===== config.mk =====
export PLATFORM = sky130hd
export DESIGN_NAME = gfe_group_frame_event_control
export DESIGN_NICKNAME = d
export VERILOG_FILES = /design/src/hw/gfe_pkg.sv /design/src/hw/gfe_group_frame_event_control.sv
export VERILOG_INCLUDE_DIRS = /design/src /design/src/hw
export SDC_FILE = /design/constraint.sdc
export NUM_CORES = 1
export LEC_CHECK = 0
export BUFFER_PORTS_ARGS = -buffer_cell sky130_fd_sc_hd__buf_2
export CAP_MARGIN = 0
export CORE_ASPECT_RATIO = 1.4
export CORE_MARGIN = 2
export CORE_UTILIZATION = 55
export DETAILED_ROUTE_END_ITERATION = 10
export GPL_ROUTABILITY_DRIVEN = 1
export PLACE_DENSITY = 0.82
export SYNTH_ARGS = -nofsm -noshare
export SYNTH_HDL_FRONTEND = slang
export SYNTH_SLANG_ARGS = --single-unit

===== constraint.sdc =====
create_clock -name clk -period 2.25 [get_ports clk]
set_clock_uncertainty 0.2 [all_clocks]
set_input_delay 0.1125 -clock clk [delete_from_list [all_inputs] [get_ports clk]]
set_output_delay 0.1125 -clock clk [all_outputs]
set_load 0.05 [all_outputs]

===== src/hw/gfe_consts.svh =====
/*
 * offsets, field positions, reset values and widths of the group frame
 * event control block.
 * assumes: included by bare name from the package and the design module.
 */
`ifndef GFE_CONSTS_SVH
`define GFE_CONSTS_SVH

// bus geometry
`define GFE_ADDR_W 8
`define GFE_RESP_OKAY 2'h0
`define GFE_RESP_SLVERR 2'h2

// register byte offsets
`define GFE_OFF_CFG 8'h00
`define GFE_OFF_MSGCFG 8'h04
`define GFE_OFF_STAT 8'h08
`define GFE_OFF_CLR 8'h0C
`define GFE_OFF_IEN 8'h10
`define GFE_OFF_TRANSP 8'h14
`define GFE_OFF_ACTIVE 8'h18

// group configuration bit positions
`define GFE_CFG_COPY_BIT 6
`define GFE_CFG_RMASK_BIT 5
`define GFE_CFG_LMASK_BIT 4
`define GFE_CFG_ABORT_BIT 3

// group configuration reset values
`define GFE_RST_COPY 1'h1
`define GFE_RST_RMASK 1'h0
`define GFE_RST_LMASK 1'h0
`define GFE_RST_ABORT 1'h0

// message configuration word layout
`define GFE_MSGCFG_W 8
`define GFE_MSGCFG_PEND_LSB 8
`define GFE_MSGCFG_PVAL_BIT 16
`define GFE_RST_MSGCFG 8'h00

// status / clear / enable bit positions
`define GFE_STAT_W 4
`define GFE_ST_REALIGN 0
`define GFE_ST_LOSS 1
`define GFE_ST_RECOVER 2
`define GFE_ST_RXERR 3
`define GFE_RST_IEN 4'h0

// channel group
`define GFE_NCHAN 32
`define GFE_CHAN_W 5
`define GFE_RST_TRANSP 32'h00000000
`define GFE_RST_ACTIVE 32'h00000000

`endif


===== src/hw/gfe_pkg.sv =====
/*
 * types of the group frame event control block.
 * assumes: gfe_consts.svh on the include path.
 */
`include "gfe_consts.svh"

package gfe_pkg;

    // axi4-lite master to slave
    typedef struct packed {
        logic awvalid;
        logic [`GFE_ADDR_W-1:0] awaddr;
        logic wvalid;
        logic [31:0] wdata;
        logic [3:0] wstrb;
        logic bready;
        logic arvalid;
        logic [`GFE_ADDR_W-1:0] araddr;
        logic rready;
    } gfe_axi_req_type;

    // axi4-lite slave to master
    typedef struct packed {
        logic awready;
        logic wready;
        logic bvalid;
        logic [1:0] bresp;
        logic arready;
        logic rvalid;
        logic [31:0] rdata;
        logic [1:0] rresp;
    } gfe_axi_resp_type;

    // receive error codes, as reported by the receiver and in status
    typedef enum logic [2:0] {
        ERR_NONE, ERR_ABORT, ERR_CHECKSUM, ERR_LENGTH, ERR_ALIGN,
        ERR_FRAME_LOSS
    } gfe_rx_err_type;

    // interrupt descriptor event kinds
    typedef enum logic [1:0] {
        EVT_REALIGN, EVT_FRAME_LOSS, EVT_FRAME_RECOVERY, EVT_RX_ERROR
    } gfe_evt_type;

    // end of a received message from the receiver
    typedef struct packed {
        logic valid;
        logic [`GFE_CHAN_W-1:0] chan;
        gfe_rx_err_type code;
    } gfe_rx_end_type;

    // interrupt descriptor
    typedef struct packed {
        logic valid;
        gfe_evt_type evt;
        gfe_rx_err_type err;
        logic [`GFE_CHAN_W-1:0] chan;
    } gfe_int_desc_type;

    // transmit buffer descriptor as fetched
    typedef struct packed {
        logic valid;
        logic endOfMessageFlag;
        logic [`GFE_MSGCFG_W-1:0] msgCfg;
    } gfe_tx_desc_type;

    // whole state of the block
    typedef struct packed {
        logic awRdy;
        logic wRdy;
        logic awFull;
        logic wFull;
        logic [`GFE_ADDR_W-1:0] awAddr;
        logic [31:0] wData;
        logic [3:0] wStrb;
        logic bValid;
        logic [1:0] bResp;
        logic arRdy;
        logic rValid;
        logic [31:0] rData;
        logic [1:0] rResp;
        logic msgCfgCopyEnable;
        logic frameRealignIrqMask;
        logic frameLossIrqMask;
        logic frameLossAbortEnable;
        logic [`GFE_MSGCFG_W-1:0] msgCfg;
        logic [`GFE_MSGCFG_W-1:0] pendCfg;
        logic pendValid;
        logic [`GFE_STAT_W-1:0] stat;
        logic [`GFE_STAT_W-1:0] irqEn;
        logic irq;
        logic [`GFE_NCHAN-1:0] chanTransp;
        logic [`GFE_NCHAN-1:0] chanActive;
        logic lossSeen;
        logic rxSuspend;
        logic rxAbortAll;
        gfe_int_desc_type intDesc;
        gfe_rx_end_type rxStatus;
    } gfe_state_type;

endpackage


===== src/hw/gfe_group_frame_event_control.sv =====
/*
 * group frame event control: message configuration copy from end of
 * message transmit descriptors, frame realign / frame loss interrupt
 * descriptor masking, and group wide receive abort on frame loss, with an
 * axi4-lite register slave and a sticky interrupt status.
 * assumes: one clock, all inputs synchronous to clk; the framer drives
 * frameLossCondition as a level and frameRealignEvent as a pulse.
 */
// Notes on behaviour
// - direct host message config writes always accepted
// - realign unmasked: emit realign interrupt descriptor
// - realign masked: suppress realign interrupt descriptor
// - loss unmasked: descriptor for loss or recovery
// - loss masked: receive errors reported as loss
// - abort off: receiver keeps processing during loss
// - abort on: all group channels abort on loss
// - abort on: hdlc channels resume after loss clears
// - abort on: transparent channels deactivated, host reactivates
`timescale 1ns/100ps
`include "gfe_consts.svh"

module gfe_group_frame_event_control (
    input wire logic clk,
    input wire logic rst_n,
    input wire gfe_pkg::gfe_axi_req_type axiReq,
    output gfe_pkg::gfe_axi_resp_type axiResp,
    input wire logic frameRealignEvent,
    input wire logic frameLossCondition,
    input wire gfe_pkg::gfe_rx_end_type rxEnd,
    input wire gfe_pkg::gfe_tx_desc_type txDesc,
    input wire logic txMsgStart,
    output logic [`GFE_MSGCFG_W-1:0] txMsgCfg,
    output logic rxAbortAll,
    output logic rxSuspend,
    output logic [`GFE_NCHAN-1:0] chanActive,
    output gfe_pkg::gfe_int_desc_type intDesc,
    output gfe_pkg::gfe_rx_end_type rxStatus,
    output logic irq
);
    import gfe_pkg::*;

    gfe_state_type s_q; // registered state
    gfe_state_type s_d; // next state

    // byte lane merge for strobed writes
    // unstrobed lanes keep their old byte
    function automatic logic [31:0] laneMerge(
        input logic [31:0] oldVal,
        input logic [31:0] newVal,
        input logic [3:0] strb
    );
        logic [31:0] res;
        res = oldVal;
        for (int i = 0; i < 4; i++) begin
            if (strb[i]) begin
                res[i*8 +: 8] = newVal[i*8 +: 8];
            end
        end
        return res;
    endfunction

    // writes answer one edge after both halves park,
    // reads on the same edge that takes the address
    logic wrGo; // both write halves held, no response pending
    logic [31:0] wrVal; // strobed value for the addressed register
    logic [31:0] oldVal; // current value of the addressed register
    logic [`GFE_STAT_W-1:0] clrBits; // write-one-to-clear bits this cycle
    logic [`GFE_STAT_W-1:0] evts; // events seen this cycle
    logic lossRise; // frame loss just began
    logic lossFall; // frame recovered
    logic rxErrSeen; // receiver ended a message in error
    gfe_rx_err_type rxCode; // error code after masking substitution
    logic [31:0] rdVal; // read decode

    // next state: bus slave, configuration, events, descriptors
    // one process, so each field has one driver
    always_comb begin
        s_d = s_q;
        wrVal = 32'h00000000;
        oldVal = 32'h00000000;
        clrBits = '0;
        rdVal = 32'h00000000;
        rxCode = ERR_NONE;
        // one-cycle pulses drop back every cycle
        s_d.rxAbortAll = 1'b0;
        s_d.intDesc = '0;
        s_d.rxStatus = '0;

        // write address and data are taken independently, in either order
        if (axiReq.awvalid && s_q.awRdy) begin
            s_d.awFull = 1'b1;
            s_d.awAddr = axiReq.awaddr;
        end
        if (axiReq.wvalid && s_q.wRdy) begin
            s_d.wFull = 1'b1;
            s_d.wData = axiReq.wdata;
            s_d.wStrb = axiReq.wstrb;
        end
        if (s_q.bValid && axiReq.bready) begin
            s_d.bValid = 1'b0;
        end

        // direct host message config write lands first so that a message
        // start in the same cycle still picks up a pending copy below
        wrGo = s_q.awFull && s_q.wFull && !s_q.bValid;
        if (wrGo) begin
            s_d.awFull = 1'b0;
            s_d.wFull = 1'b0;
            s_d.bValid = 1'b1;
            s_d.bResp = `GFE_RESP_OKAY;
            // address decode
            if (s_q.awAddr == `GFE_OFF_CFG) begin
                oldVal[`GFE_CFG_COPY_BIT] = s_q.msgCfgCopyEnable;
                oldVal[`GFE_CFG_RMASK_BIT] = s_q.frameRealignIrqMask;
                oldVal[`GFE_CFG_LMASK_BIT] = s_q.frameLossIrqMask;
                oldVal[`GFE_CFG_ABORT_BIT] = s_q.frameLossAbortEnable;
                wrVal = laneMerge(oldVal, s_q.wData, s_q.wStrb);
                // a zero here is unsupported; it simply stops the copy
                s_d.msgCfgCopyEnable = wrVal[`GFE_CFG_COPY_BIT];
                s_d.frameRealignIrqMask = wrVal[`GFE_CFG_RMASK_BIT];
                s_d.frameLossIrqMask = wrVal[`GFE_CFG_LMASK_BIT];
                s_d.frameLossAbortEnable = wrVal[`GFE_CFG_ABORT_BIT];
            end else if (s_q.awAddr == `GFE_OFF_MSGCFG) begin
                // accepted whatever the copy bit says
                oldVal[`GFE_MSGCFG_W-1:0] = s_q.msgCfg;
                wrVal = laneMerge(oldVal, s_q.wData, s_q.wStrb);
                s_d.msgCfg = wrVal[`GFE_MSGCFG_W-1:0];
            end else if (s_q.awAddr == `GFE_OFF_STAT) begin
                // read-only, write ignored
                s_d.bResp = `GFE_RESP_OKAY;
            end else if (s_q.awAddr == `GFE_OFF_CLR) begin
                wrVal = laneMerge(32'h00000000, s_q.wData, s_q.wStrb);
                clrBits = wrVal[`GFE_STAT_W-1:0];
            end else if (s_q.awAddr == `GFE_OFF_IEN) begin
                oldVal[`GFE_STAT_W-1:0] = s_q.irqEn;
                wrVal = laneMerge(oldVal, s_q.wData, s_q.wStrb);
                s_d.irqEn = wrVal[`GFE_STAT_W-1:0];
            end else if (s_q.awAddr == `GFE_OFF_TRANSP) begin
                s_d.chanTransp = laneMerge(s_q.chanTransp, s_q.wData,
                    s_q.wStrb);
            end else if (s_q.awAddr == `GFE_OFF_ACTIVE) begin
                // host (re)activation, overridden below by a loss abort
                s_d.chanActive = laneMerge(s_q.chanActive, s_q.wData,
                    s_q.wStrb);
            end else begin
                // unmapped offset
                s_d.bResp = `GFE_RESP_SLVERR;
            end
        end

        // read channel: answer on the same edge that takes the address
        if (s_q.rValid && axiReq.rready) begin
            s_d.rValid = 1'b0;
        end
        if (axiReq.arvalid && s_q.arRdy) begin
            s_d.rValid = 1'b1;
            s_d.rResp = `GFE_RESP_OKAY;
            if (axiReq.araddr == `GFE_OFF_CFG) begin
                rdVal[`GFE_CFG_COPY_BIT] = s_q.msgCfgCopyEnable;
                rdVal[`GFE_CFG_RMASK_BIT] = s_q.frameRealignIrqMask;
                rdVal[`GFE_CFG_LMASK_BIT] = s_q.frameLossIrqMask;
                rdVal[`GFE_CFG_ABORT_BIT] = s_q.frameLossAbortEnable;
            end else if (axiReq.araddr == `GFE_OFF_MSGCFG) begin
                rdVal[`GFE_MSGCFG_W-1:0] = s_q.msgCfg;
                rdVal[`GFE_MSGCFG_PEND_LSB +: `GFE_MSGCFG_W] = s_q.pendCfg;
                rdVal[`GFE_MSGCFG_PVAL_BIT] = s_q.pendValid;
            end else if (axiReq.araddr == `GFE_OFF_STAT) begin
                rdVal[`GFE_STAT_W-1:0] = s_q.stat;
            end else if (axiReq.araddr == `GFE_OFF_CLR) begin
                // write-only, reads as zero
                rdVal = 32'h00000000;
            end else if (axiReq.araddr == `GFE_OFF_IEN) begin
                rdVal[`GFE_STAT_W-1:0] = s_q.irqEn;
            end else if (axiReq.araddr == `GFE_OFF_TRANSP) begin
                rdVal = s_q.chanTransp;
            end else if (axiReq.araddr == `GFE_OFF_ACTIVE) begin
                rdVal = s_q.chanActive;
            end else begin
                s_d.rResp = `GFE_RESP_SLVERR;
            end
            s_d.rData = rdVal;
        end

        // transmit: copied config waits for the next message start, so a
        // message already on the wire keeps the config it started with
        if (txMsgStart && s_q.pendValid) begin
            s_d.msgCfg = s_q.pendCfg;
            s_d.pendValid = 1'b0;
        end
        // copy from the end of message descriptor only
        if (txDesc.valid && txDesc.endOfMessageFlag
            && s_q.msgCfgCopyEnable) begin
            s_d.pendCfg = txDesc.msgCfg;
            s_d.pendValid = 1'b1;
        end

        // frame loss edges from the level the framer holds
        // lossSeen resets low: loss held at release is a rise
        lossRise = frameLossCondition && !s_q.lossSeen;
        lossFall = !frameLossCondition && s_q.lossSeen;
        s_d.lossSeen = frameLossCondition;

        // abort enabled: group wide abort and transparent deactivation;
        // the deactivation wins over a host write in the same cycle
        if (lossRise && s_q.frameLossAbortEnable) begin
            s_d.rxAbortAll = 1'b1;
            s_d.chanActive = s_d.chanActive & ~s_q.chanTransp;
        end
        // hdlc receive held only while loss lasts, released on its own;
        // with abort off the receiver is never held
        s_d.rxSuspend = s_q.frameLossAbortEnable
            && frameLossCondition;

        // receive end status with loss substitution under the loss mask
        // a loss code from the receiver passes as is
        rxErrSeen = rxEnd.valid && (rxEnd.code != ERR_NONE);
        rxCode = rxEnd.code;
        if (s_q.frameLossIrqMask && ((rxEnd.code == ERR_ABORT)
            || (rxEnd.code == ERR_CHECKSUM) || (rxEnd.code == ERR_LENGTH)
            || (rxEnd.code == ERR_ALIGN))) begin
            rxCode = ERR_FRAME_LOSS;
        end
        if (rxEnd.valid) begin
            s_d.rxStatus.valid = 1'b1;
            s_d.rxStatus.chan = rxEnd.chan;
            s_d.rxStatus.code = rxCode;
        end

        // interrupt descriptor: one per cycle, realign first, then loss or
        // recovery, then receive error; the sticky status keeps the rest
        // only receive errors carry a channel
        if (frameRealignEvent && !s_q.frameRealignIrqMask) begin
            s_d.intDesc.valid = 1'b1;
            s_d.intDesc.evt = EVT_REALIGN;
        end else if ((lossRise || lossFall) && !s_q.frameLossIrqMask) begin
            s_d.intDesc.valid = 1'b1;
            s_d.intDesc.evt = lossRise ? EVT_FRAME_LOSS
                : EVT_FRAME_RECOVERY;
        end else if (rxErrSeen) begin
            s_d.intDesc.valid = 1'b1;
            s_d.intDesc.evt = EVT_RX_ERROR;
            s_d.intDesc.err = rxCode;
            s_d.intDesc.chan = rxEnd.chan;
        end

        // sticky status: a set in the clearing cycle survives
        evts = '0;
        evts[`GFE_ST_REALIGN] = frameRealignEvent;
        evts[`GFE_ST_LOSS] = lossRise;
        evts[`GFE_ST_RECOVER] = lossFall;
        evts[`GFE_ST_RXERR] = rxErrSeen;
        s_d.stat = (s_q.stat & ~clrBits) | evts;
        s_d.irq = |(s_d.stat & s_d.irqEn);

        // write readies held low while their half is parked, read ready while a read answer waits
        s_d.awRdy = !s_d.awFull;
        s_d.wRdy = !s_d.wFull;
        s_d.arRdy = !s_d.rValid;
    end

    // state register, synchronous reset to constants
    // rest clears to zero, parked bus halves too
    always_ff @(posedge clk) begin
        if (!rst_n) begin
            s_q <= '0;
            s_q.msgCfgCopyEnable <= `GFE_RST_COPY;
            s_q.frameRealignIrqMask <= `GFE_RST_RMASK;
            s_q.frameLossIrqMask <= `GFE_RST_LMASK;
            s_q.frameLossAbortEnable <= `GFE_RST_ABORT;
            s_q.msgCfg <= `GFE_RST_MSGCFG;
            s_q.irqEn <= `GFE_RST_IEN;
            s_q.chanTransp <= `GFE_RST_TRANSP;
            s_q.chanActive <= `GFE_RST_ACTIVE;
        end else begin
            s_q <= s_d;
        end
    end

    // outputs straight from the state flops
    // no logic at the pins, so no glitches
    assign axiResp.awready = s_q.awRdy;
    assign axiResp.wready = s_q.wRdy;
    assign axiResp.bvalid = s_q.bValid;
    assign axiResp.bresp = s_q.bResp;
    assign axiResp.arready = s_q.arRdy;
    assign axiResp.rvalid = s_q.rValid;
    assign axiResp.rdata = s_q.rData;
    assign axiResp.rresp = s_q.rResp;
    assign txMsgCfg = s_q.msgCfg;
    assign rxAbortAll = s_q.rxAbortAll;
    assign rxSuspend = s_q.rxSuspend;
    assign chanActive = s_q.chanActive;
    assign intDesc = s_q.intDesc;
    assign rxStatus = s_q.rxStatus;
    assign irq = s_q.irq;

endmodule // gfe_group_frame_event_control


==> results of run 1 <==
final cells by class:
class                      count  area share, %
sequential                   202           37.2
multi-input combinational    616           33.8
timing repair buffer         311           19.9
clock buffer                  28           5.35
tap                          196           2.26
clock inverter                 8           1.36
inverter                       5          0.196
cell usage after synthesis (15+ instances only):
cell type  count  area, sq um
clkbuf_1      51          191
buf_4        102          766
nand3_1       22          110
mux2i_1       85          851
a2111oi_0     16          140
nand2_1      123          462
a21oi_1       94          470
dfxtp_1      202         4040
a2bb2oi_1     15          131
nor2_1       122          458
a211oi_1      17          128
repair_timing:
item | 4_1_cts | 5_1_grt
setup buffers | 0 | 0
endpoints found under the setup margin | 0 | 4
hold buffers | 97 | 0
resized for setup | 0 | 2
hold endpoints to repair | 119 | 0
sequential cells by signal, indices dropped and copies added, names as in the netlist:
register / cells
rxStatus: 9
chanActive: 32
txMsgCfg: 8
intDesc: 11
s_q: 100
rxAbortAll: 1
axiResp: 39
rxSuspend: 1
irq: 1
cell families after synthesis:
| group | count (synthesis) | synth area share, % |
|---|---|---|
| compound gates | 196 | 14.8 |
| flops | 202 | 46.3 |
| mux | 85 | 9.75 |
| buf+inv | 167 | 11.7 |
| xor+xnor | 1 | 0.100 |
| other cells | 1 | 0.0430 |
| fa+ha+maj | 2 | 0.287 |
| simple gates | 330 | 17.0 |
layer usage:
layer	share of wire [%]	wire length [um]	vias to the layer above
met5	0	0	-
met4	4.6	1110	0
met3	6.8	1640	87
met2	52	12400	337
met1	37	8870	3635
li1	-	-	3653
path summary, 6_finish.rpt:
kind,startpoint,end,slack (ns),cells past startpoint
worst min register to register,s_q[156]$_SDFFE_PN0P_,s_q[156]$_SDFFE_PN0P_,0.26,2
worst max register to register,s_q[197]$_SDFFE_PN0P_,chanActive[16]$_SDFF_PN0_,0.1,6
worst min-delay path,axiReq[47],s_q[161]$_SDFFE_PN0P_,0.02,4
worst max-delay path,s_q[197]$_SDFFE_PN0P_,chanActive[16]$_SDFF_PN0_,0.1,6
power by group through the flow:
stage / registers, mW / clock network (mW) / logic [mW]
floorplan: 3.80 / 0 / 0.518
global placement: 3.83 / 0 / 0.657
detailed placement: 3.84 / 0 / 0.666
CTS: 3.76 / 3.68 / 0.793
global route: 3.77 / 3.84 / 0.874
finish: 3.76 / 3.67 / 0.811
stage by stage:
stage / setup slack (ns) / total power [mW] / hold WS, ns
after floorplan: 0.224 / 4.32 / 0.0342
after global placement: 0.146 / 4.49 / 0.122
after detailed placement: 0.134 / 4.50 / 0.129
after CTS: 0.102 / 8.23 / 0.00115
after global routing: -0.0393 / 8.49 / 0.0243
final: 0.0956 / 8.24 / 0.0193
worst reg2reg max path, stage by stage (launching register included):
cell       delay, ns
dfxtp_1         0.34
or3_4           0.42
nor4_4          0.32
buf_4           0.22
nand2_1         0.19
nor2_1          0.20
a2111oi_1       0.08
placed cells by master, fill, tap and decap left out, drive strengths merged, types with 5 or more instances in the layout:
cell | Yosys | routed
buf | 111 | 214
dfxtp | 202 | 202
nand2 | 123 | 123
nor2 | 123 | 123
dlygate4sd3 | 0 | 97
a21oi | 94 | 94
mux2i | 85 | 85
clkbuf | 51 | 28
nand3 | 22 | 22
a211oi | 17 | 17
a2111oi | 16 | 16
a2bb2oi | 15 | 15
o21ai | 11 | 11
and3 | 10 | 10
o22a | 10 | 10
and2 | 9 | 9
nand2b | 8 | 8
a311oi | 8 | 8
nand4 | 7 | 7
nor2b | 6 | 6
inv | 4 | 6
nor3 | 5 | 5
==> metrics.yaml, run 1 <==
swShare_pct: 23.9
cp_num_buf_inv: 1
avgSynthCellArea_sq_um: 8.87
cp-start-kind: "register"
setup_tns_ns: 0
worstPathRequired_ns: 2.36
clk_latency_ns: 0.49
fp.dieW_um: 110
clockBufferDepth: 3
grt_pass1_wl_mm: 38.7
area_growth_pct: 24.6
synth_area_sq_um: 8730
clockRootBuffer: "clkbuf_16"
drtIter0Drc: 474
die_h_um: 153
ioPinCount: 185
multiInputGateArea_sq_um: 3670
grt_pass1_vias: 7738
dpl.cell_count: 1233
path_clk_slew_ns: 0.07
crit_arrival_ns: 2.27
ir_worst_vdd_v: 0.000728
yosysUniqueCellTypes: 55
initial_utilization_pct: 56.2
max_slew_margin_pct: 33.1
slowest_delay_ns: 0.42
htreeDepth: 1
grt.met3_usage_pct: 5.15
internal_power_mw: 6.27
async_reset_ff_share_pct: 0
cp_slowest_cell: "or3_4"
p_clk_share_pct: 44.5
cts_tree: "yes"
postLayoutCoreUtil_pct: 70.0
drc: 0
worst_setup_path_end_kind: "register"
crit_fanout: 9
drtPass1Iterations: 8
grt_max_degree: 50
report.final.slew_viol_count: 0
worst_pin_slew_ns: 1.00
hold_path_class: "input pin to register"
busiest_layer: "met2"
cts_sinks: 202
synth_warnings: 0
finalNonFillerCells: 1366
grt_antenna_before_repair: 0
synth_seq_area_share_pct: 46.3
use_met2_pct: 50.3
fin_crit_ns: 2.15
outcome: "finished clean"
postRouteAntennaNets: 0
crit_family: "simple AND/OR/NAND/NOR gates"
syn_inst: 984
route.final.wire_length_mm: 24.0
via_count: 7712
place_area_sq_um: 9170
die_area_sq_um: 16900
finalHoldViolations: 0
p_per_area_nw_per_um2: 758
crit_type: "register to register"
use_met1_pct: 30.2
gp_congestion: 0.863
setup_viol: 0
pwr-share-seq_pct: 45.6
fillers: 1129
synth_ff_type: "dfxtp_1"
p_comb_share_pct: 9.8
avgRoutedWirePerCell_um: 17.6
cts_buffers: 20
ys_ff_latch: 202
fin_area_sq_um: 10900
fin_crit_sh_pct: 95.8
gr-total-overflow: 0
cap_violations: 0
grt_usage_pct: 27.5
fin_nets: 1239
p_sw_mw: 1.97
numPortBuffers: 182
coreArea_sq_um: 15500
num_rows: 54
total_leakage_power_nw: 4.82
n_antenna_cell: 0
seqCellArea_sq_um: 4040
viasPerCell: 5.65
synth_edf_count: 0
timing.fmax_mhz: 464
rsz0062_at_grt: "true"
dpl.hpwl_mm: 15.2
drive_gt1_share_pct: 21.9
cp_cell_sequence: "or3_4 > nor4_4 > buf_4 > nand2_1 > nor2_1 > a2111oi_1"
Power figures use the tool's default switching activity.
==> inputs of run 2 (changes only) <==
- CORE_UTILIZATION: 55 -> 49
- PLACE_DENSITY: 0.82 -> 0.78
- clock period: 2.25 -> 1.95 ns (I/O delays scaled with it)
==> metrics.yaml, run 2 (synthesis results as in run 1) <==
gr-total-overflow: 0  # unchanged
largest_reg_flops: 100  # unchanged
setup_viol: 24  # +24
fin_crit_ns: 2.10  # -0.0557 ns
setup_tns_ns: -2.26  # -2.26 ns
clk_latency_ns: 0.49  # about the same
crit_fanout: 8  # -1
p_comb_share_pct: 10.5  # +0.7 points
ff2ff_path_depth: 7  # +1
cp_slowest_cell: "or3b_4"
worst_pin_slew_ns: 0.799  # -0.204 ns
rsz0062_at_grt: "true"
pwr-share-seq_pct: 46.0  # +0.4 points
numPortBuffers: 182  # unchanged
via_count: 7747  # +0.45%
fin_crit_sh_pct: 108  # +12 points
cap_violations: 0  # unchanged
cts_tree: "yes"
hold_path_class: "input pin to register"
num_rows: 57  # +5.6%
cp-start-kind: "register"
outcome: "finished, violations left"
cp_num_buf_inv: 2  # +1
report.final.slew_viol_count: 0  # unchanged
hold_depth: 5  # +1
crit_type: "register to register"
fin_hold_ws_ns: 0.00481  # -0.0145 ns
avgRoutedWirePerCell_um: 16.9  # -3.9%
dpl.hpwl_mm: 16.0  # +4.8%
p_clk_share_pct: 43.5  # -1.0 points
crit_family: "simple AND/OR/NAND/NOR gates"
finalHoldViolations: 0  # unchanged
clockRootBuffer: "clkbuf_16"
slowest_delay_ns: 0.41  # about the same
swShare_pct: 23.9  # about the same
cts_sinks: 202  # unchanged
drive_gt1_share_pct: 25.4  # +3.5 points
finalNonFillerCells: 1437  # +5.2%
crit_arrival_ns: 2.26  # about the same
viasPerCell: 5.39  # -4.5%
initial_utilization_pct: 50.2  # -6.0 points
fin_nets: 1271  # +2.6%
worst_setup_path_end_kind: "register"
layout_commonest_cell: "dfxtp_1"
drc: 0  # unchanged
dpl.cell_count: 1294  # +4.9%
top_register: "s_q"
worstPathRequired_ns: 2.12  # -0.24 ns
clockBufferDepth: 3  # unchanged
internal_power_mw: 7.17  # +14%
drtPass1Iterations: 8  # unchanged
n_antenna_cell: 0  # unchanged
path_clk_slew_ns: 0.06  # about the same
cp.depth: 7  # +1
worst_slack_ns: -0.149  # -0.244 ns
p_sw_mw: 2.25  # +14%
coreArea_sq_um: 17400  # +12%
grt_antenna_before_repair: 0  # unchanged
route.final.wire_length_mm: 24.3  # +1.1%
ir_worst_vdd_v: 0.000689  # -5.3%
cts_buffers: 20  # unchanged
grt_max_degree: 49  # -2.0%
grt_pass1_vias: 7643  # -1.2%
violations: "negative setup slack"
gp_congestion: 0.846  # -1.9%
die_area_sq_um: 18900  # +12%
total_leakage_power_nw: 5.05  # +4.8%
die_h_um: 162  # +5.8%
p_per_area_nw_per_um2: 832  # +9.7%
htreeDepth: 1  # unchanged
grt_pass1_wl_mm: 37.4  # -3.4%
postRouteAntennaNets: 0  # unchanged
ioPinCount: 185  # unchanged
grt_usage_pct: 24.7  # -2.8 points
area_growth_pct: 29.8
timing.fmax_mhz: 476  # +2.7%
max_slew_margin_pct: 46.7  # +14 points
fp.dieW_um: 117  # +5.7%
layout_common_cells: "dfxtp_1 (198), buf_2 (182), nor2_1 (120), nand2_1 (120), dlygate4sd3_1 (102)"
cp_cell_sequence: "or3b_4 > nor4_4 > buf_4 > and3b_2 > buf_12 > mux2i_1 > a211oi_1"
drtIter0Drc: 472  # -0.42%
-- run 2: changes by cell type in the layout (fill, tap and decap cells not counted), sizes merged --
cell	delta
dlygate4sd3	+5
inv	-1
clkbuf	+3
buf	+25
bufinv	-1
-- run 2: final timing paths --
kind	slack [ns]	start	endpoint
max	-0.15	s_q[192]$_SDFFE_PN0P_	chanActive[12]$_SDFF_PN0_
min	0.005	axiReq[6]	axiResp[1]$_SDFFE_PN0P_
max reg2reg	-0.15	s_q[192]$_SDFFE_PN0P_	chanActive[12]$_SDFF_PN0_
min reg2reg	0.26	s_q[156]$_SDFFE_PN0P_	s_q[156]$_SDFFE_PN0P_
-- run 2: layout make-up --
class,count,area (sq um)
fillers,1382,6080
flip-flops and latches,202,4050
multi-input cells,616,3760
repair buffers,343,2500
clock buffers,29,596
well taps,236,295
clock inverters,6,109
inverters,5,21.3
-- run 2: worst reg2reg max path, cell delays in order (launching register included) --
cell and delay [ns]:
dfxtp_2 0.32, or3b_4 0.41, nor4_4 0.25, buf_4 0.17
and3b_2 0.21, buf_12 0.13, mux2i_1 0.22, a211oi_1 0.06
-- run 2: power by group through the flow --
stage / clock network [mW] / registers (mW) / logic [mW]
finish: 4.10 / 4.34 / 0.989
global route: 4.32 / 4.34 / 1.07
CTS: 4.17 / 4.33 / 0.960
detailed placement: 0 / 4.42 / 0.804
global placement: 0 / 4.42 / 0.795
floorplan: 0 / 4.39 / 0.598
-- run 2: through the flow --
step                      cell area (sq um)  power [mW]  setup slack, ns  util (%)
after global placement                 9430        5.21           -0.119      54.2
after floorplan                        8740        4.98          -0.0731         -
final                                 11300        9.42           -0.149      65.1
after detailed placement               9430        5.23           -0.164      54.2
after CTS                             11200        9.46           -0.129      64.5
after global routing                  11300        9.74           -0.229      65.1
-- run 2: metal layers --
| layer | part of all wire [%] | global-route usage [%] |
|---|---|---|
| met5 | 0 | 0 |
| met4 | 5.1 | 13.2 |
| met3 | 5.8 | 4.14 |
| met2 | 51 | 44.2 |
| met1 | 38 | 27.3 |
-- run 2: what timing repair did --
action | in CTS | in global routing
hold buffers | 102 | 1
pin swaps | 12 | 16
endpoints found under the hold margin | 125 | 4
endpoints found under the setup margin | 57 | 63
resized for setup | 14 | 21
setup buffers | 3 | 1
cloned | 1 | 1
==> inputs of run 3 (changes only) <==
- ABC_CLOCK_PERIOD_IN_PS: not set -> 1950
- PLACE_DENSITY: 0.78 -> 0.76
==> metrics.yaml, run 3 (synthesis results as in run 1) <==
outcome: "finished, violations left"
violations: "negative setup slack"
busiest_layer: "met2"
hold_path_class: "input pin to register"
drtPass1Iterations: 5  # -3
num_rows: 57  # unchanged
crit_arrival_ns: 2.26  # about the same
use_met2_pct: 46.1  # +1.9 points
max_slew_margin_pct: 65.5  # +19 points
grt_pass1_vias: 7631  # -0.16%
internal_power_mw: 6.85  # -4.4%
worstPathRequired_ns: 2.12  # about the same
drc: 0  # unchanged
finalHoldViolations: 0  # unchanged
worst_setup_path_end_kind: "register"
hold_depth: 5  # unchanged
fin_crit_ns: 2.09  # -0.00450 ns
area_growth_pct: 29.9  # about the same
pwr-share-seq_pct: 48.0  # +2.0 points
clockRootBuffer: "clkbuf_16"
use_met1_pct: 27.2  # -0.036 points
total_leakage_power_nw: 5.00  # -0.87%
fin_nets: 1265  # -0.47%
numPortBuffers: 182  # unchanged
drtIter0Drc: 440  # -6.8%
clk_latency_ns: 0.48  # about the same
cts_tree: "yes"
route.final.wire_length_mm: 24.2  # -0.19%
p_per_area_nw_per_um2: 798  # -4.0%
fin_hold_ws_ns: 0.0306  # +0.0258 ns
reg2reg_slack_ns: -0.14  # about the same
gp_congestion: 0.919  # +8.6%
p_comb_share_pct: 10.9  # +0.4 points
grt.met3_usage_pct: 3.81  # -0.34 points
crit_type: "register to register"
gr-total-overflow: 0  # unchanged
largest_reg_flops: 100  # unchanged
fp.dieW_um: 117  # unchanged
place_area_sq_um: 9430  # about the same
dpl.hpwl_mm: 15.9  # -0.47%
initial_utilization_pct: 50.2  # unchanged
worst_pin_slew_ns: 0.516  # -0.283 ns
die_area_sq_um: 18900  # unchanged
layout_common_cells: "dfxtp_1 (196), buf_2 (182), nand2_1 (121), nor2_1 (112), dlygate4sd3_1 (100)"
seqCellArea_sq_um: 4050  # about the same
cap_violations: 0  # unchanged
fillers: 1393  # +0.80%
grt_pass1_wl_mm: 37.7  # +0.83%
clockBufferDepth: 3  # unchanged
whs_endpoint: "axiResp[1]$_SDFFE_PN0P_"
cts_buffers: 20  # unchanged
n_antenna_cell: 0  # unchanged
postLayoutCoreUtil_pct: 65.1  # about the same
power_mw: 9.05  # -3.9%
crit_fanout: 8  # unchanged
ir_worst_vdd_v: 0.000647  # -6.1%
dpl.cell_count: 1292  # -0.15%
viasPerCell: 5.38  # -0.19%
p_clk_share_pct: 41.1  # -2.4 points
hp-start: "axiReq[6]"
top_register: "s_q"
timing.fmax_mhz: 478  # +0.21%
cp-start-kind: "register"
path_clk_slew_ns: 0.06  # about the same
layout_commonest_cell: "dfxtp_1"
ff2ff_path_depth: 7  # unchanged
r2r-end: "chanActive[13]$_SDFF_PN0_"
coreArea_sq_um: 17400  # unchanged
grt_antenna_before_repair: 0  # unchanged
die_h_um: 162  # unchanged
fin_area_sq_um: 11300  # about the same
multiInputGateArea_sq_um: 3890  # +3.5%
rsz0062_at_grt: "true"
grt_usage_pct: 24.7  # +0.073 points
fin_crit_sh_pct: 107  # -0.23 points
postRouteAntennaNets: 0  # unchanged
htreeDepth: 1  # unchanged
p_sw_mw: 2.20  # -2.5%
avgRoutedWirePerCell_um: 17.0  # +0.44%
worst_slack_ns: -0.144  # +0.00450 ns
setup_viol: 21  # -13%
finalNonFillerCells: 1428  # -0.63%
ioPinCount: 185  # unchanged
drive_gt1_share_pct: 26.9  # +1.5 points
report.final.slew_viol_count: 0  # unchanged
via_count: 7684  # -0.81%
grt_max_degree: 57  # +16%
cts_sinks: 202  # unchanged
swShare_pct: 24.3  # +0.36 points
r2r-start: "s_q[192]$_SDFFE_PN0P_"
[run 3: final cells by class]
class | instances | share of cell area, %
tap | 236 | 2.61
multi-input combinational | 616 | 34.3
inverter | 5 | 0.232
clock buffer | 30 | 5.20
clock inverter | 2 | 0.309
sequential | 202 | 35.7
timing repair buffer | 337 | 21.6
[run 3: worst max-delay path, stage by stage (launching register included)]
cell,delay [ns]
dfxtp_2,0.32
or3b_4,0.41
nor4_4,0.25
buf_4,0.17
and3b_2,0.21
buf_12,0.14
mux2i_4,0.23
a211oi_2,0.06
[run 3: worst max path at each step]
stage | startpoint | end | slack [ns] | cells past startpoint
final | s_q[192]$_SDFFE_PN0P_ | chanActive[13]$_SDFF_PN0_ | -0.14 | 7
after floorplan | s_q[193]$_SDFFE_PN0P_ | chanActive[12]$_SDFF_PN0_ | -0.07 | 7
after detailed placement | s_q[193]$_SDFFE_PN0P_ | chanActive[22]$_SDFF_PN0_ | -0.20 | 5
after global routing | s_q[192]$_SDFFE_PN0P_ | chanActive[13]$_SDFF_PN0_ | -0.23 | 7
after global placement | s_q[193]$_SDFFE_PN0P_ | chanActive[14]$_SDFF_PN0_ | -0.1 | 6
after CTS | s_q[198]$_SDFFE_PN0P_ | chanActive[13]$_SDFF_PN0_ | -0.15 | 7
[run 3: power by group through the flow]
stage / clock network (mW) / registers (mW) / logic [mW]
6_report: 3.72 / 4.34 / 0.991
2_1_floorplan: 0 / 4.39 / 0.598
4_1_cts: 3.77 / 4.33 / 0.959
3_3_place_gp: 0 / 4.42 / 0.796
3_5_place_dp: 0 / 4.43 / 0.806
5_1_grt: 3.94 / 4.35 / 1.07
[run 3: what timing repair did]
item | CTS | global route
pin swaps | 12 | 19
endpoints found under the setup margin | 26 | 57
resized for setup | 15 | 63
buffers inserted | 3 | 1
endpoints found under the hold margin | 106 | 0
hold buffers | 100 | 0
cloned | 1 | 0
[run 3: metrics by stage]
step                setup WS, ns  setup TNS (ns)
floorplan                -0.0731          -0.584
global placement         -0.0967           -2.09
detailed placement        -0.199           -2.69
CTS                       -0.145           -2.12
global route              -0.231           -4.52
finish                    -0.144           -1.86
[run 3: metal layers]
| layer | part of all wire (%) | up-vias |
|---|---|---|
| li1 | - | 3714 |
| met3 | 5.3 | 74 |
| met2 | 53 | 269 |
| met4 | 4.5 | 0 |
| met1 | 37 | 3627 |
| met5 | 0 | - |
